### src/verilog/spt_defines.vh
// Register indices, field positions, reset values and timing figures of the self polling timing block
`ifndef SPT_DEFINES_VH
`define SPT_DEFINES_VH

// ----------------------------------------------------------------
// Register indices (byte address is four times the index)
// ----------------------------------------------------------------
`define SPT_IDX_FOUND_CHANNEL   6'h06
`define SPT_IDX_POLL_CONTROL    6'h07
`define SPT_IDX_TICK_DIVIDER    6'h08
`define SPT_IDX_OFF_TIME_LOW    6'h09
`define SPT_IDX_OFF_TIME_HIGH   6'h0A
`define SPT_IDX_ACTIVE_PERIODS  6'h0B
`define SPT_IDX_IDLE_PERIODS    6'h0C
`define SPT_IDX_SERIAL_BYTE0    6'h0E
`define SPT_IDX_MODE_CONTROL    6'h10
`define SPT_IDX_ON_TIME_A_LOW   6'h11
`define SPT_IDX_ON_TIME_A_HIGH  6'h12
`define SPT_IDX_ON_TIME_B_LOW   6'h13
`define SPT_IDX_ON_TIME_B_HIGH  6'h14
`define SPT_IDX_IRQ_STATUS      6'h15
`define SPT_IDX_IRQ_ENABLE      6'h16
`define SPT_IDX_IRQ_CLEAR       6'h17
`define SPT_IDX_SEQ_STATE       6'h18

// ----------------------------------------------------------------
// Reset values
// ----------------------------------------------------------------
`define SPT_RST_FOUND_CHANNEL   2'h0
`define SPT_RST_POLL_CONTROL    2'h0
`define SPT_RST_TICK_DIVIDER    8'h01
`define SPT_RST_OFF_TIME_LOW    8'h01
`define SPT_RST_OFF_TIME_HIGH   6'h00
`define SPT_RST_ACTIVE_PERIODS  5'h01
`define SPT_RST_IDLE_PERIODS    8'h01
`define SPT_RST_MODE_CONTROL    2'h0
`define SPT_RST_ON_TIME_LOW     8'h01
`define SPT_RST_ON_TIME_HIGH    6'h00

// ----------------------------------------------------------------
// Field positions
// ----------------------------------------------------------------
`define SPT_CTL_CONT_SEARCH     3
`define SPT_CTL_ACTIVE_IDLE     2
`define SPT_MODE_SELF_POLL      0
`define SPT_MODE_DUAL_CONFIG    1
`define SPT_IRQ_WAKE_FOUND      0
`define SPT_IRQ_ON_START        1
`define SPT_IRQ_FALL_BACK       2

// ----------------------------------------------------------------
// Polling variants and timing
// ----------------------------------------------------------------
`define SPT_VAR_CONSTANT        2'h0
`define SPT_VAR_FAST_FALLBACK   2'h1
`define SPT_VAR_MIXED           2'h2
`define SPT_PRESCALE            64
`define SPT_RESP_OKAY           2'h0
`define SPT_RESP_SLVERR         2'h2

`endif

### src/verilog/spt_timing_regs.v
// Self polling timing and status block with its AXI4-Lite register slave
//
// The AXI4-Lite register port was left to the implementer.
`include "spt_defines.vh"
module spt_timing_regs #(
    parameter [7:0] SERIAL_NUMBER = 8'h5A   // Arbitrary value, set per chip
) (
    input  wire        clock,
    input  wire        rst_n,
    input  wire [7:0]  s_axi_awaddr,
    input  wire        s_axi_awvalid,
    output wire        s_axi_awready,
    input  wire [31:0] s_axi_wdata,
    input  wire [3:0]  s_axi_wstrb,
    input  wire        s_axi_wvalid,
    output wire        s_axi_wready,
    output wire [1:0]  s_axi_bresp,
    output wire        s_axi_bvalid,
    input  wire        s_axi_bready,
    input  wire [7:0]  s_axi_araddr,
    input  wire        s_axi_arvalid,
    output wire        s_axi_arready,
    output wire [31:0] s_axi_rdata,
    output wire [1:0]  s_axi_rresp,
    output wire        s_axi_rvalid,
    input  wire        s_axi_rready,
    input  wire        wakeFound,
    input  wire [1:0]  wakeChannel,
    input  wire        carrierSeen,
    output wire        receiverOn,
    output wire        wakeSearchOn,
    output wire        configBSelect,
    output wire        irq
);

    // ----------------------------------------------------------------
    // Declarations
    // ----------------------------------------------------------------
    localparam [1:0] ST_STOP  = 2'h0;
    localparam [1:0] ST_ON    = 2'h1;
    localparam [1:0] ST_OFF   = 2'h2;
    localparam [1:0] ST_WOKEN = 2'h3;

    reg        awReady_q, wReady_q, arReady_q, bValid_q, rValid_q;
    reg        awGot_q, wGot_q;
    reg  [5:0] wrIdx_q;
    reg  [7:0] wrData_q;
    reg        wrStrb_q;
    reg  [1:0] bResp_q, rResp_q;
    reg  [31:0] rData_q;

    reg  [1:0] found_channel_code_q;
    reg  [1:0] polling_variant_select_q;
    reg        continuous_wake_search_enable_q;
    reg        active_idle_enable_q;
    reg  [7:0] reference_tick_reload_q;
    reg  [13:0] off_time_setting_q;
    reg  [4:0] active_period_setting_q;
    reg  [7:0] idle_period_setting_q;
    reg        operating_mode_select_q;
    reg        dualConfig_q;
    reg  [13:0] onTimeA_q, onTimeB_q;
    reg  [2:0] irqStatus_q, irqEnable_q;
    reg        irq_q;

    reg  [1:0] state_q;
    reg        cfgB_q;
    reg  [14:0] intervalCnt_q;
    reg        firstTick_q;
    reg        activePhase_q;
    reg  [8:0] phaseCnt_q;
    reg        rxOn_q, searchOn_q;
    reg  [2:0] events;
    reg  [2:0] irqClear;
    reg  [2:0] irqStatus_d;

    wire       refTick;
    wire       doWrite;
    wire [13:0] onTimeCur;
    wire       fastCfg;
    wire       searching;

    // ----------------------------------------------------------------
    // Helper functions
    // ----------------------------------------------------------------
    // Fourteen-bit time setting, zero stands for 16384
    function [14:0] expand14;
        input [13:0] v;
        begin
            expand14 = {(v == 14'h0000), v};
        end
    endfunction

    // Eight-bit period count, zero stands for 256
    function [8:0] expand8;
        input [7:0] v;
        begin
            expand8 = {(v == 8'h00), v};
        end
    endfunction

    // Word index of a byte address; low two bits are ignored
    function [5:0] regIndex;
        input [7:0] a;
        begin
            regIndex = a[7:2];
        end
    endfunction

    // ----------------------------------------------------------------
    // Reference tick
    // ----------------------------------------------------------------
    spt_ref_tick #(
        .PRESCALE (`SPT_PRESCALE)
    ) u_ref_tick (
        .clock                 (clock),
        .rst_n                 (rst_n),
        .run                   (operating_mode_select_q),
        .reference_tick_reload (reference_tick_reload_q),
        .tick                  (refTick)
    );

    // ----------------------------------------------------------------
    // AXI4-Lite handshakes
    // ----------------------------------------------------------------
    assign doWrite       = awGot_q && wGot_q && !bValid_q;
    assign s_axi_awready = awReady_q;
    assign s_axi_wready  = wReady_q;
    assign s_axi_bvalid  = bValid_q;
    assign s_axi_bresp   = bResp_q;
    assign s_axi_arready = arReady_q;
    assign s_axi_rvalid  = rValid_q;
    assign s_axi_rresp   = rResp_q;
    assign s_axi_rdata   = rData_q;

    // Address and data taken in either order; the write lands once both are held
    always @(posedge clock or negedge rst_n) begin
        if (!rst_n) begin
            awReady_q <= 1'b1;
            wReady_q  <= 1'b1;
            awGot_q   <= 1'b0;
            wGot_q    <= 1'b0;
            bValid_q  <= 1'b0;
            bResp_q   <= `SPT_RESP_OKAY;
            wrIdx_q   <= 6'h00;
            wrData_q  <= 8'h00;
            wrStrb_q  <= 1'b0;
        end else begin
            if (awReady_q && s_axi_awvalid) begin
                awReady_q <= 1'b0;
                awGot_q   <= 1'b1;
                wrIdx_q   <= regIndex(s_axi_awaddr);
            end
            if (wReady_q && s_axi_wvalid) begin
                wReady_q <= 1'b0;
                wGot_q   <= 1'b1;
                wrData_q <= s_axi_wdata[7:0];
                wrStrb_q <= s_axi_wstrb[0];
            end
            if (doWrite) begin
                awGot_q  <= 1'b0;
                wGot_q   <= 1'b0;
                bValid_q <= 1'b1;
                case (wrIdx_q)
                    `SPT_IDX_FOUND_CHANNEL, `SPT_IDX_POLL_CONTROL, `SPT_IDX_TICK_DIVIDER,
                    `SPT_IDX_OFF_TIME_LOW, `SPT_IDX_OFF_TIME_HIGH, `SPT_IDX_ACTIVE_PERIODS,
                    `SPT_IDX_IDLE_PERIODS, `SPT_IDX_SERIAL_BYTE0, `SPT_IDX_MODE_CONTROL,
                    `SPT_IDX_ON_TIME_A_LOW, `SPT_IDX_ON_TIME_A_HIGH, `SPT_IDX_ON_TIME_B_LOW,
                    `SPT_IDX_ON_TIME_B_HIGH, `SPT_IDX_IRQ_STATUS, `SPT_IDX_IRQ_ENABLE,
                    `SPT_IDX_IRQ_CLEAR, `SPT_IDX_SEQ_STATE: bResp_q <= `SPT_RESP_OKAY;
                    default: bResp_q <= `SPT_RESP_SLVERR;
                endcase
            end else if (bValid_q && s_axi_bready) begin
                bValid_q  <= 1'b0;
                awReady_q <= 1'b1;
                wReady_q  <= 1'b1;
            end
        end
    end

    // Read data latched at the address edge; write-only registers read as zero
    always @(posedge clock or negedge rst_n) begin
        if (!rst_n) begin
            arReady_q <= 1'b1;
            rValid_q  <= 1'b0;
            rResp_q   <= `SPT_RESP_OKAY;
            rData_q   <= 32'h0000_0000;
        end else if (arReady_q && s_axi_arvalid) begin
            arReady_q <= 1'b0;
            rValid_q  <= 1'b1;
            rResp_q   <= `SPT_RESP_OKAY;
            rData_q   <= 32'h0000_0000;
            case (regIndex(s_axi_araddr))
                `SPT_IDX_FOUND_CHANNEL: rData_q <= {30'h0000_0000, found_channel_code_q};
                `SPT_IDX_SERIAL_BYTE0:  rData_q <= {24'h00_0000, SERIAL_NUMBER};
                `SPT_IDX_IRQ_STATUS:    rData_q <= {29'h0000_0000, irqStatus_q};
                `SPT_IDX_SEQ_STATE:     rData_q <= {27'h000_0000, searchOn_q, rxOn_q, cfgB_q, state_q};
                `SPT_IDX_POLL_CONTROL, `SPT_IDX_TICK_DIVIDER, `SPT_IDX_OFF_TIME_LOW,
                `SPT_IDX_OFF_TIME_HIGH, `SPT_IDX_ACTIVE_PERIODS, `SPT_IDX_IDLE_PERIODS,
                `SPT_IDX_MODE_CONTROL, `SPT_IDX_ON_TIME_A_LOW, `SPT_IDX_ON_TIME_A_HIGH,
                `SPT_IDX_ON_TIME_B_LOW, `SPT_IDX_ON_TIME_B_HIGH, `SPT_IDX_IRQ_ENABLE,
                `SPT_IDX_IRQ_CLEAR: rResp_q <= `SPT_RESP_OKAY;
                default: rResp_q <= `SPT_RESP_SLVERR;
            endcase
        end else if (rValid_q && s_axi_rready) begin
            rValid_q  <= 1'b0;
            arReady_q <= 1'b1;
        end
    end

    // ----------------------------------------------------------------
    // Software-written settings
    // ----------------------------------------------------------------
    // Only byte lane 0 carries register bits; other lanes are ignored
    always @(posedge clock or negedge rst_n) begin
        if (!rst_n) begin
            polling_variant_select_q        <= `SPT_RST_POLL_CONTROL;
            continuous_wake_search_enable_q <= 1'b0;
            active_idle_enable_q            <= 1'b0;
            reference_tick_reload_q         <= `SPT_RST_TICK_DIVIDER;
            off_time_setting_q              <= {`SPT_RST_OFF_TIME_HIGH, `SPT_RST_OFF_TIME_LOW};
            active_period_setting_q         <= `SPT_RST_ACTIVE_PERIODS;
            idle_period_setting_q           <= `SPT_RST_IDLE_PERIODS;
            operating_mode_select_q         <= 1'b0;
            dualConfig_q                    <= 1'b0;
            onTimeA_q                       <= {`SPT_RST_ON_TIME_HIGH, `SPT_RST_ON_TIME_LOW};
            onTimeB_q                       <= {`SPT_RST_ON_TIME_HIGH, `SPT_RST_ON_TIME_LOW};
            irqEnable_q                     <= 3'h0;
        end else if (doWrite && wrStrb_q) begin
            case (wrIdx_q)
                `SPT_IDX_POLL_CONTROL: begin
                    polling_variant_select_q        <= wrData_q[1:0];
                    active_idle_enable_q            <= wrData_q[`SPT_CTL_ACTIVE_IDLE];
                    continuous_wake_search_enable_q <= wrData_q[`SPT_CTL_CONT_SEARCH];
                end
                `SPT_IDX_TICK_DIVIDER:   reference_tick_reload_q <= wrData_q;
                `SPT_IDX_OFF_TIME_LOW:   off_time_setting_q[7:0] <= wrData_q;
                `SPT_IDX_OFF_TIME_HIGH:  off_time_setting_q[13:8] <= wrData_q[5:0];
                `SPT_IDX_ACTIVE_PERIODS: active_period_setting_q <= wrData_q[4:0];
                `SPT_IDX_IDLE_PERIODS:   idle_period_setting_q <= wrData_q;
                `SPT_IDX_MODE_CONTROL: begin
                    operating_mode_select_q <= wrData_q[`SPT_MODE_SELF_POLL];
                    dualConfig_q            <= wrData_q[`SPT_MODE_DUAL_CONFIG];
                end
                `SPT_IDX_ON_TIME_A_LOW:  onTimeA_q[7:0] <= wrData_q;
                `SPT_IDX_ON_TIME_A_HIGH: onTimeA_q[13:8] <= wrData_q[5:0];
                `SPT_IDX_ON_TIME_B_LOW:  onTimeB_q[7:0] <= wrData_q;
                `SPT_IDX_ON_TIME_B_HIGH: onTimeB_q[13:8] <= wrData_q[5:0];
                `SPT_IDX_IRQ_ENABLE:     irqEnable_q <= wrData_q[2:0];
                default: ;
            endcase
        end
    end

    // ----------------------------------------------------------------
    // Polling sequencer
    // ----------------------------------------------------------------
    assign onTimeCur = cfgB_q ? onTimeB_q : onTimeA_q;
    // Mixed variant: only configuration B falls back early
    assign fastCfg   = (polling_variant_select_q == `SPT_VAR_FAST_FALLBACK) ||
                       ((polling_variant_select_q == `SPT_VAR_MIXED) && cfgB_q);
    assign searching = continuous_wake_search_enable_q || activePhase_q;

    // On and off intervals alternate in reference ticks until wake-up or mode exit
    always @(posedge clock or negedge rst_n) begin
        if (!rst_n) begin
            state_q              <= ST_STOP;
            cfgB_q               <= 1'b0;
            intervalCnt_q        <= 15'h0001;
            firstTick_q          <= 1'b0;
            found_channel_code_q <= `SPT_RST_FOUND_CHANNEL;
            events               <= 3'h0;
        end else begin
            events <= 3'h0;
            if (!operating_mode_select_q) begin
                state_q <= ST_STOP;
            end else begin
                case (state_q)
                    ST_STOP: begin
                        state_q              <= ST_ON;
                        cfgB_q               <= 1'b0;
                        intervalCnt_q        <= expand14(onTimeA_q);
                        firstTick_q          <= 1'b1;
                        found_channel_code_q <= 2'h0;
                        events[`SPT_IRQ_ON_START] <= 1'b1;
                    end
                    ST_ON: begin
                        if (wakeFound && searchOn_q) begin
                            state_q              <= ST_WOKEN;
                            found_channel_code_q <= wakeChannel;
                            events[`SPT_IRQ_WAKE_FOUND] <= 1'b1;
                        end else if (refTick) begin
                            firstTick_q   <= 1'b0;
                            intervalCnt_q <= intervalCnt_q - 15'h0001;
                            if (fastCfg && firstTick_q && !carrierSeen) begin
                                state_q       <= ST_OFF;
                                intervalCnt_q <= expand14(off_time_setting_q);
                                events[`SPT_IRQ_FALL_BACK] <= 1'b1;
                            end else if (intervalCnt_q <= 15'h0001) begin
                                state_q       <= ST_OFF;
                                intervalCnt_q <= expand14(off_time_setting_q);
                            end
                        end
                    end
                    ST_OFF: begin
                        if (refTick) begin
                            intervalCnt_q <= intervalCnt_q - 15'h0001;
                            if (intervalCnt_q <= 15'h0001) begin
                                state_q       <= ST_ON;
                                cfgB_q        <= dualConfig_q && !cfgB_q;
                                intervalCnt_q <= expand14((dualConfig_q && !cfgB_q) ? onTimeB_q : onTimeA_q);
                                firstTick_q   <= 1'b1;
                                events[`SPT_IRQ_ON_START] <= 1'b1;
                            end
                        end
                    end
                    ST_WOKEN: state_q <= ST_WOKEN;
                    default:  state_q <= ST_STOP;
                endcase
            end
        end
    end

    // Active and idle phases inside the on-time, counted in reference ticks
    always @(posedge clock or negedge rst_n) begin
        if (!rst_n) begin
            activePhase_q <= 1'b1;
            phaseCnt_q    <= 9'h001;
        end else if (state_q != ST_ON || !active_idle_enable_q) begin
            activePhase_q <= 1'b1;
            phaseCnt_q    <= expand8({3'h0, active_period_setting_q});
        end else if (refTick) begin
            if (phaseCnt_q <= 9'h001) begin
                activePhase_q <= !activePhase_q;
                phaseCnt_q    <= activePhase_q ? expand8(idle_period_setting_q)
                                               : expand8({3'h0, active_period_setting_q});
            end else begin
                phaseCnt_q <= phaseCnt_q - 9'h001;
            end
        end
    end

    // Registered receiver controls
    always @(posedge clock or negedge rst_n) begin
        if (!rst_n) begin
            rxOn_q     <= 1'b0;
            searchOn_q <= 1'b0;
        end else begin
            rxOn_q     <= (state_q == ST_ON);
            searchOn_q <= (state_q == ST_ON) && searching;
        end
    end

    assign receiverOn    = rxOn_q;
    assign wakeSearchOn  = searchOn_q;
    assign configBSelect = cfgB_q;

    // ----------------------------------------------------------------
    // Interrupts
    // ----------------------------------------------------------------
    // A new event wins over a clear written in the same cycle
    always @* begin
        irqClear = 3'h0;
        if (doWrite && wrStrb_q && wrIdx_q == `SPT_IDX_IRQ_CLEAR) begin
            irqClear = wrData_q[2:0];
        end
        irqStatus_d = (irqStatus_q & ~irqClear) | events;
    end

    always @(posedge clock or negedge rst_n) begin
        if (!rst_n) begin
            irqStatus_q <= 3'h0;
            irq_q       <= 1'b0;
        end else begin
            irqStatus_q <= irqStatus_d;
            irq_q       <= |(irqStatus_d & irqEnable_q);
        end
    end

    assign irq = irq_q;

endmodule

### src/verilog/spt_ref_tick.v
// Reference tick timer: fixed prescaler followed by a reloadable divider
`include "spt_defines.vh"
module spt_ref_tick #(
    parameter PRESCALE = `SPT_PRESCALE
) (
    input  wire       clock,
    input  wire       rst_n,
    input  wire       run,
    input  wire [7:0] reference_tick_reload,
    output wire       tick
);

    reg  [6:0] preCnt_q;
    reg  [8:0] divCnt_q;
    reg        tick_q;
    wire       preTick;
    wire [8:0] reloadFull;

    // Reload of zero stands for 256 prescaled ticks
    assign reloadFull = {(reference_tick_reload == 8'h00), reference_tick_reload};
    assign preTick    = (preCnt_q == PRESCALE[6:0] - 7'h01);
    assign tick       = tick_q;

    // Prescaler restarts from zero and divider from its reload while stopped, so the first period is whole
    always @(posedge clock or negedge rst_n) begin
        if (!rst_n) begin
            preCnt_q <= 7'h00;
            divCnt_q <= 9'h001;
            tick_q   <= 1'b0;
        end else if (!run) begin
            preCnt_q <= 7'h00;
            divCnt_q <= reloadFull;
            tick_q   <= 1'b0;
        end else begin
            preCnt_q <= preTick ? 7'h00 : preCnt_q + 7'h01;
            tick_q   <= preTick && (divCnt_q <= 9'h001);
            if (preTick) begin
                divCnt_q <= (divCnt_q <= 9'h001) ? reloadFull : divCnt_q - 9'h001;
            end
        end
    end

endmodule

### config.mk
export PLATFORM = sky130hd
export DESIGN_NAME = spt_timing_regs
export DESIGN_NICKNAME = d
export VERILOG_FILES = /design/src/verilog/spt_timing_regs.v /design/src/verilog/spt_ref_tick.v
export VERILOG_INCLUDE_DIRS = /design/src /design/src/verilog
export SDC_FILE = /design/constraint.sdc
export NUM_CORES = 1
export LEC_CHECK = 0
export ABC_AREA = 1
export BUFFER_PORTS_ARGS = -buffer_cell sky130_fd_sc_hd__buf_4
export CAP_MARGIN = 15
export CELL_PAD_IN_SITES_DETAIL_PLACEMENT = 2
export CELL_PAD_IN_SITES_GLOBAL_PLACEMENT = 2
export CORE_MARGIN = 1.5
export CORE_UTILIZATION = 37
export CTS_BUF_LIST = sky130_fd_sc_hd__clkbuf_4 sky130_fd_sc_hd__clkbuf_8 sky130_fd_sc_hd__clkbuf_16
export DETAILED_ROUTE_END_ITERATION = 10
export HOLD_SLACK_MARGIN = 0.15
export PLACE_DENSITY_LB_ADDON = 0.1
export SLEW_MARGIN = 20
export SYNTH_ARGS = -nofsm -noshare
export SYNTH_HDL_FRONTEND = slang
export SYNTH_SLANG_ARGS = --single-unit
### constraint.sdc
create_clock -name clock -period 5.15 [get_ports clock]
set_input_delay 0.2575 -clock clock [delete_from_list [all_inputs] [get_ports clock]]
set_output_delay 0.2575 -clock clock [all_outputs]
set_load 0.01 [all_outputs]
==> impl_metrics.ini <==
[outcome]
status = finished clean

[grt]
grt_max_degree = 63
track_usage = 0.246
overflow = 0
antenna_found_initial = 0
grt_pass1_wl_mm = 45.7
grt_pass1_vias = 8420

[sta]
drv_slew = 0
timing.slew.headroom = 0.431
worstMarginPinSlew_ns = 0.851
layout_setup_ws_ns = 2.10
rsz0062_at_grt = false
setup_tns_ns = 0
fin_worst_skew_ns = 0.0144
finalSetupViolations = 0
fin_crit_ns = 3.05
max_freq_mhz = 327
timing.hold.ws_ns = 0.215
period_share = 0.593
hold_viol = 0

[setup_path]
r2r_slack_ns = 2.10
cp-start-kind = register
reg2reg_to = phaseCnt_q[1]$_DFFE_PN0P_
crit_buf_inv = 2
crit_slowest_cell = nor2_1
cp.arrival_ns = 3.36
worst_path_dominant_cell_family = simple AND/OR/NAND/NOR gates
max_stage_delay_ns = 0.77
worstReg2RegStart = state_q[1]$_DFFE_PN0P_
path_class = register to register
path_cells = inv_1, ha_1, nand2_1, nor2_1, inv_1, nand2_1, o21ai_0
r2r_cells = 7
end_kind = register
cp.required_ns = 5.46
cp_max_fo = 21

[hold_path]
holdPathStages = 4
worstHoldEndpoint = s_axi_rresp[1]$_DFFE_PN0P_
holdCritPathClass = input pin to register
min_from = s_axi_araddr[7]

[floorplanning]
die-area_mm2 = 0.0240
rows = 55
initial_core_util = 0.378
die_w_um = 155
core_mm2 = 0.0226
die_height_um = 155
io_pins = 108

[route]
post_drt_wl_per_cell_um = 19.2
first_pass_iters = 4
num_vias = 7574
viasPerCell = 5.24
drt_iter0_markers = 341
remaining_drc_errors = 0
finalWirelength_mm = 27.8
ant_nets = 0

[place]
portBuffers = 48
dp_hpwl_mm = 19.7
dp_cells = 1391
place_congestion = 0.812
pre_cts_ws_ns = 2.20

[synthesis]
synth_top_area_share = 0.427
ys_ff_latch = 159
synth.most_common_cell = nand2_1
synth_warnings = 0
netlist_instances = 1091
synth_flop_cell = dfrtp_1
synthArstFlopShare = 1.00
netlist_top_cells_count = nand2_1 (298), dfrtp_1 (146), o21ai_0 (126)
yosysSeqAreaShare = 0.467
netlist_area_mm2 = 0.00855
ys_types = 48
avgSynthCellArea_um2 = 7.84
synth-edff-count = 0
yosys.area.top_type = dfrtp_1
ys_top_cells_by_area = dfrtp_1 (43%), nand2_1 (13%), o21ai_0 (7.4%), nor2_1 (4.2%), inv_1 (4.2%)

[power]
p_leak_nw = 4.60
ir_drop_v = 0.000221
total_power_mw = 4.77
p_per_area_mw_per_mm2 = 486

[final_layout]
area_delta_synth_final_pct = 14.8
final_cells = 1446
drive_gt1_frac = 0.118
n_antenna_cell = 0
fillerInstances = 2579
regArea_mm2 = 0.00400
multiInputGateArea_mm2 = 0.00386
fin_nets = 1223

[clock_tree]
h-tree-depth = 4
clock_path_buffers = 2
cts_buffers = 17
cts.sinks = 159
cts_tree = built
clk_pin_slew_ns = 0.07
worstSkewPairLatency_ns = 0.44
root_buffer = clkbuf_16

[run]
cap_violations = 0
-- state kept, by name, indices dropped and copies added (netlist names), 9 cells and up --
signal / flops
intervalCnt_q: 15
off_time_setting_q: 14
onTimeA_q: 14
onTimeB_q: 14
phaseCnt_q: 9
u_ref_tick.divCnt_q: 9
-- routing by layer --
layer	global-route usage	share of wire	up-vias	routed length, um
li1	-	-	3605	-
met1	0.305	0.44	3809	12300
met3	0.0359	0.029	30	801
met5	0	0	-	0
met4	0.0792	0.023	0	629
met2	0.439	0.51	130	14100
-- power by group --
group / total [mW] / leakage [nW] / internal (mW) / switching, mW
Clock: 1.30 / 0.300 / 0.776 / 0.526
Combinational: 1.59 / 2.21 / 0.519 / 1.07
Sequential: 1.88 / 2.08 / 1.57 / 0.308
Total: 4.77 / 4.60 / 2.87 / 1.91
-- repair_timing --
item                                    4_1_cts  5_1_grt
buffers inserted                              0        0
endpoints found under the setup margin        0        0
hold buffers                                 23        0
resized for setup                             0        0
endpoints found under the hold margin        61        0
-- per-stage QoR --
step           utilization  instance area, um^2
2_1_floorplan            -                 8660
3_3_place_gp         0.397                 8990
3_5_place_dp         0.397                 8990
4_1_cts              0.434                 9820
5_1_grt              0.434                 9820
6_report             0.434                 9820
-- worst max-delay path by stage --
stage          slack, ns  cells past startpoint              startpoint                           end
3_3_place_gp        2.26                      6  state_q[1]$_DFFE_PN0P_     phaseCnt_q[0]$_DFFE_PN1P_
6_report            2.10                      7  state_q[1]$_DFFE_PN0P_     phaseCnt_q[1]$_DFFE_PN0P_
3_5_place_dp        2.20                      7  state_q[1]$_DFFE_PN0P_     phaseCnt_q[1]$_DFFE_PN0P_
2_1_floorplan       3.40                     10  state_q[0]$_DFFE_PN0P_  intervalCnt_q[1]$_DFFE_PN0P_
4_1_cts             2.14                      7  state_q[1]$_DFFE_PN0P_     phaseCnt_q[1]$_DFFE_PN0P_
5_1_grt             1.86                      7  state_q[1]$_DFFE_PN0P_     phaseCnt_q[1]$_DFFE_PN0P_
-- cell type report --
cell class                 count  area share
sequential                   159       0.407
timing repair buffer          73      0.0620
clock inverter                 9      0.0111
tap                          285      0.0363
clock buffer                  23      0.0505
multi-input combinational    795       0.393
inverter                     102      0.0399
-- logic make-up (layout without fill, tap and decap cells) --
group,Yosys count,after routing,synth area share
adder cells (fa/ha/maj),12,12,0.0176
XOR/XNOR,18,18,0.0184
other,1,28,0.000438
buffers and inverters,164,207,0.0932
AND/OR/NAND/NOR,524,524,0.270
flip-flops,159,159,0.467
AO/OA/AOI/OAI,213,213,0.133
-- cell usage in the layout, fill, tap and decap left out, types with 3 or more instances in the layout --
master / n
o211ai_1: 8
dlygate4sd3_1: 23
nor2_1: 96
dfrtp_1: 146
xnor2_1: 5
o21ai_1: 21
a21oi_1: 39
inv_2: 4
clkinv_4: 3
conb_1: 28
o21ai_0: 126
nor2_4: 3
nand2_2: 8
dfstp_2: 13
o22ai_1: 5
nor3_1: 13
buf_4: 49
nand2_1: 298
clkinv_2: 4
nor2_2: 7
clkbuf_16: 17
xor2_1: 13
nor4_1: 6
nand2_4: 3
clkbuf_8: 4
ha_1: 12
nand4_1: 18
nand3_1: 55
inv_1: 95
nand3_2: 6
-- tightest hold or removal path: cells and delay by family --
kind / cells / cell delay [ns]
buffers and inverters: 1 / 0.08
AO/OA/AOI/OAI: 1 / 0.15
AND/OR/NAND/NOR: 2 / 0.12
Power figures use the tool's default switching activity.
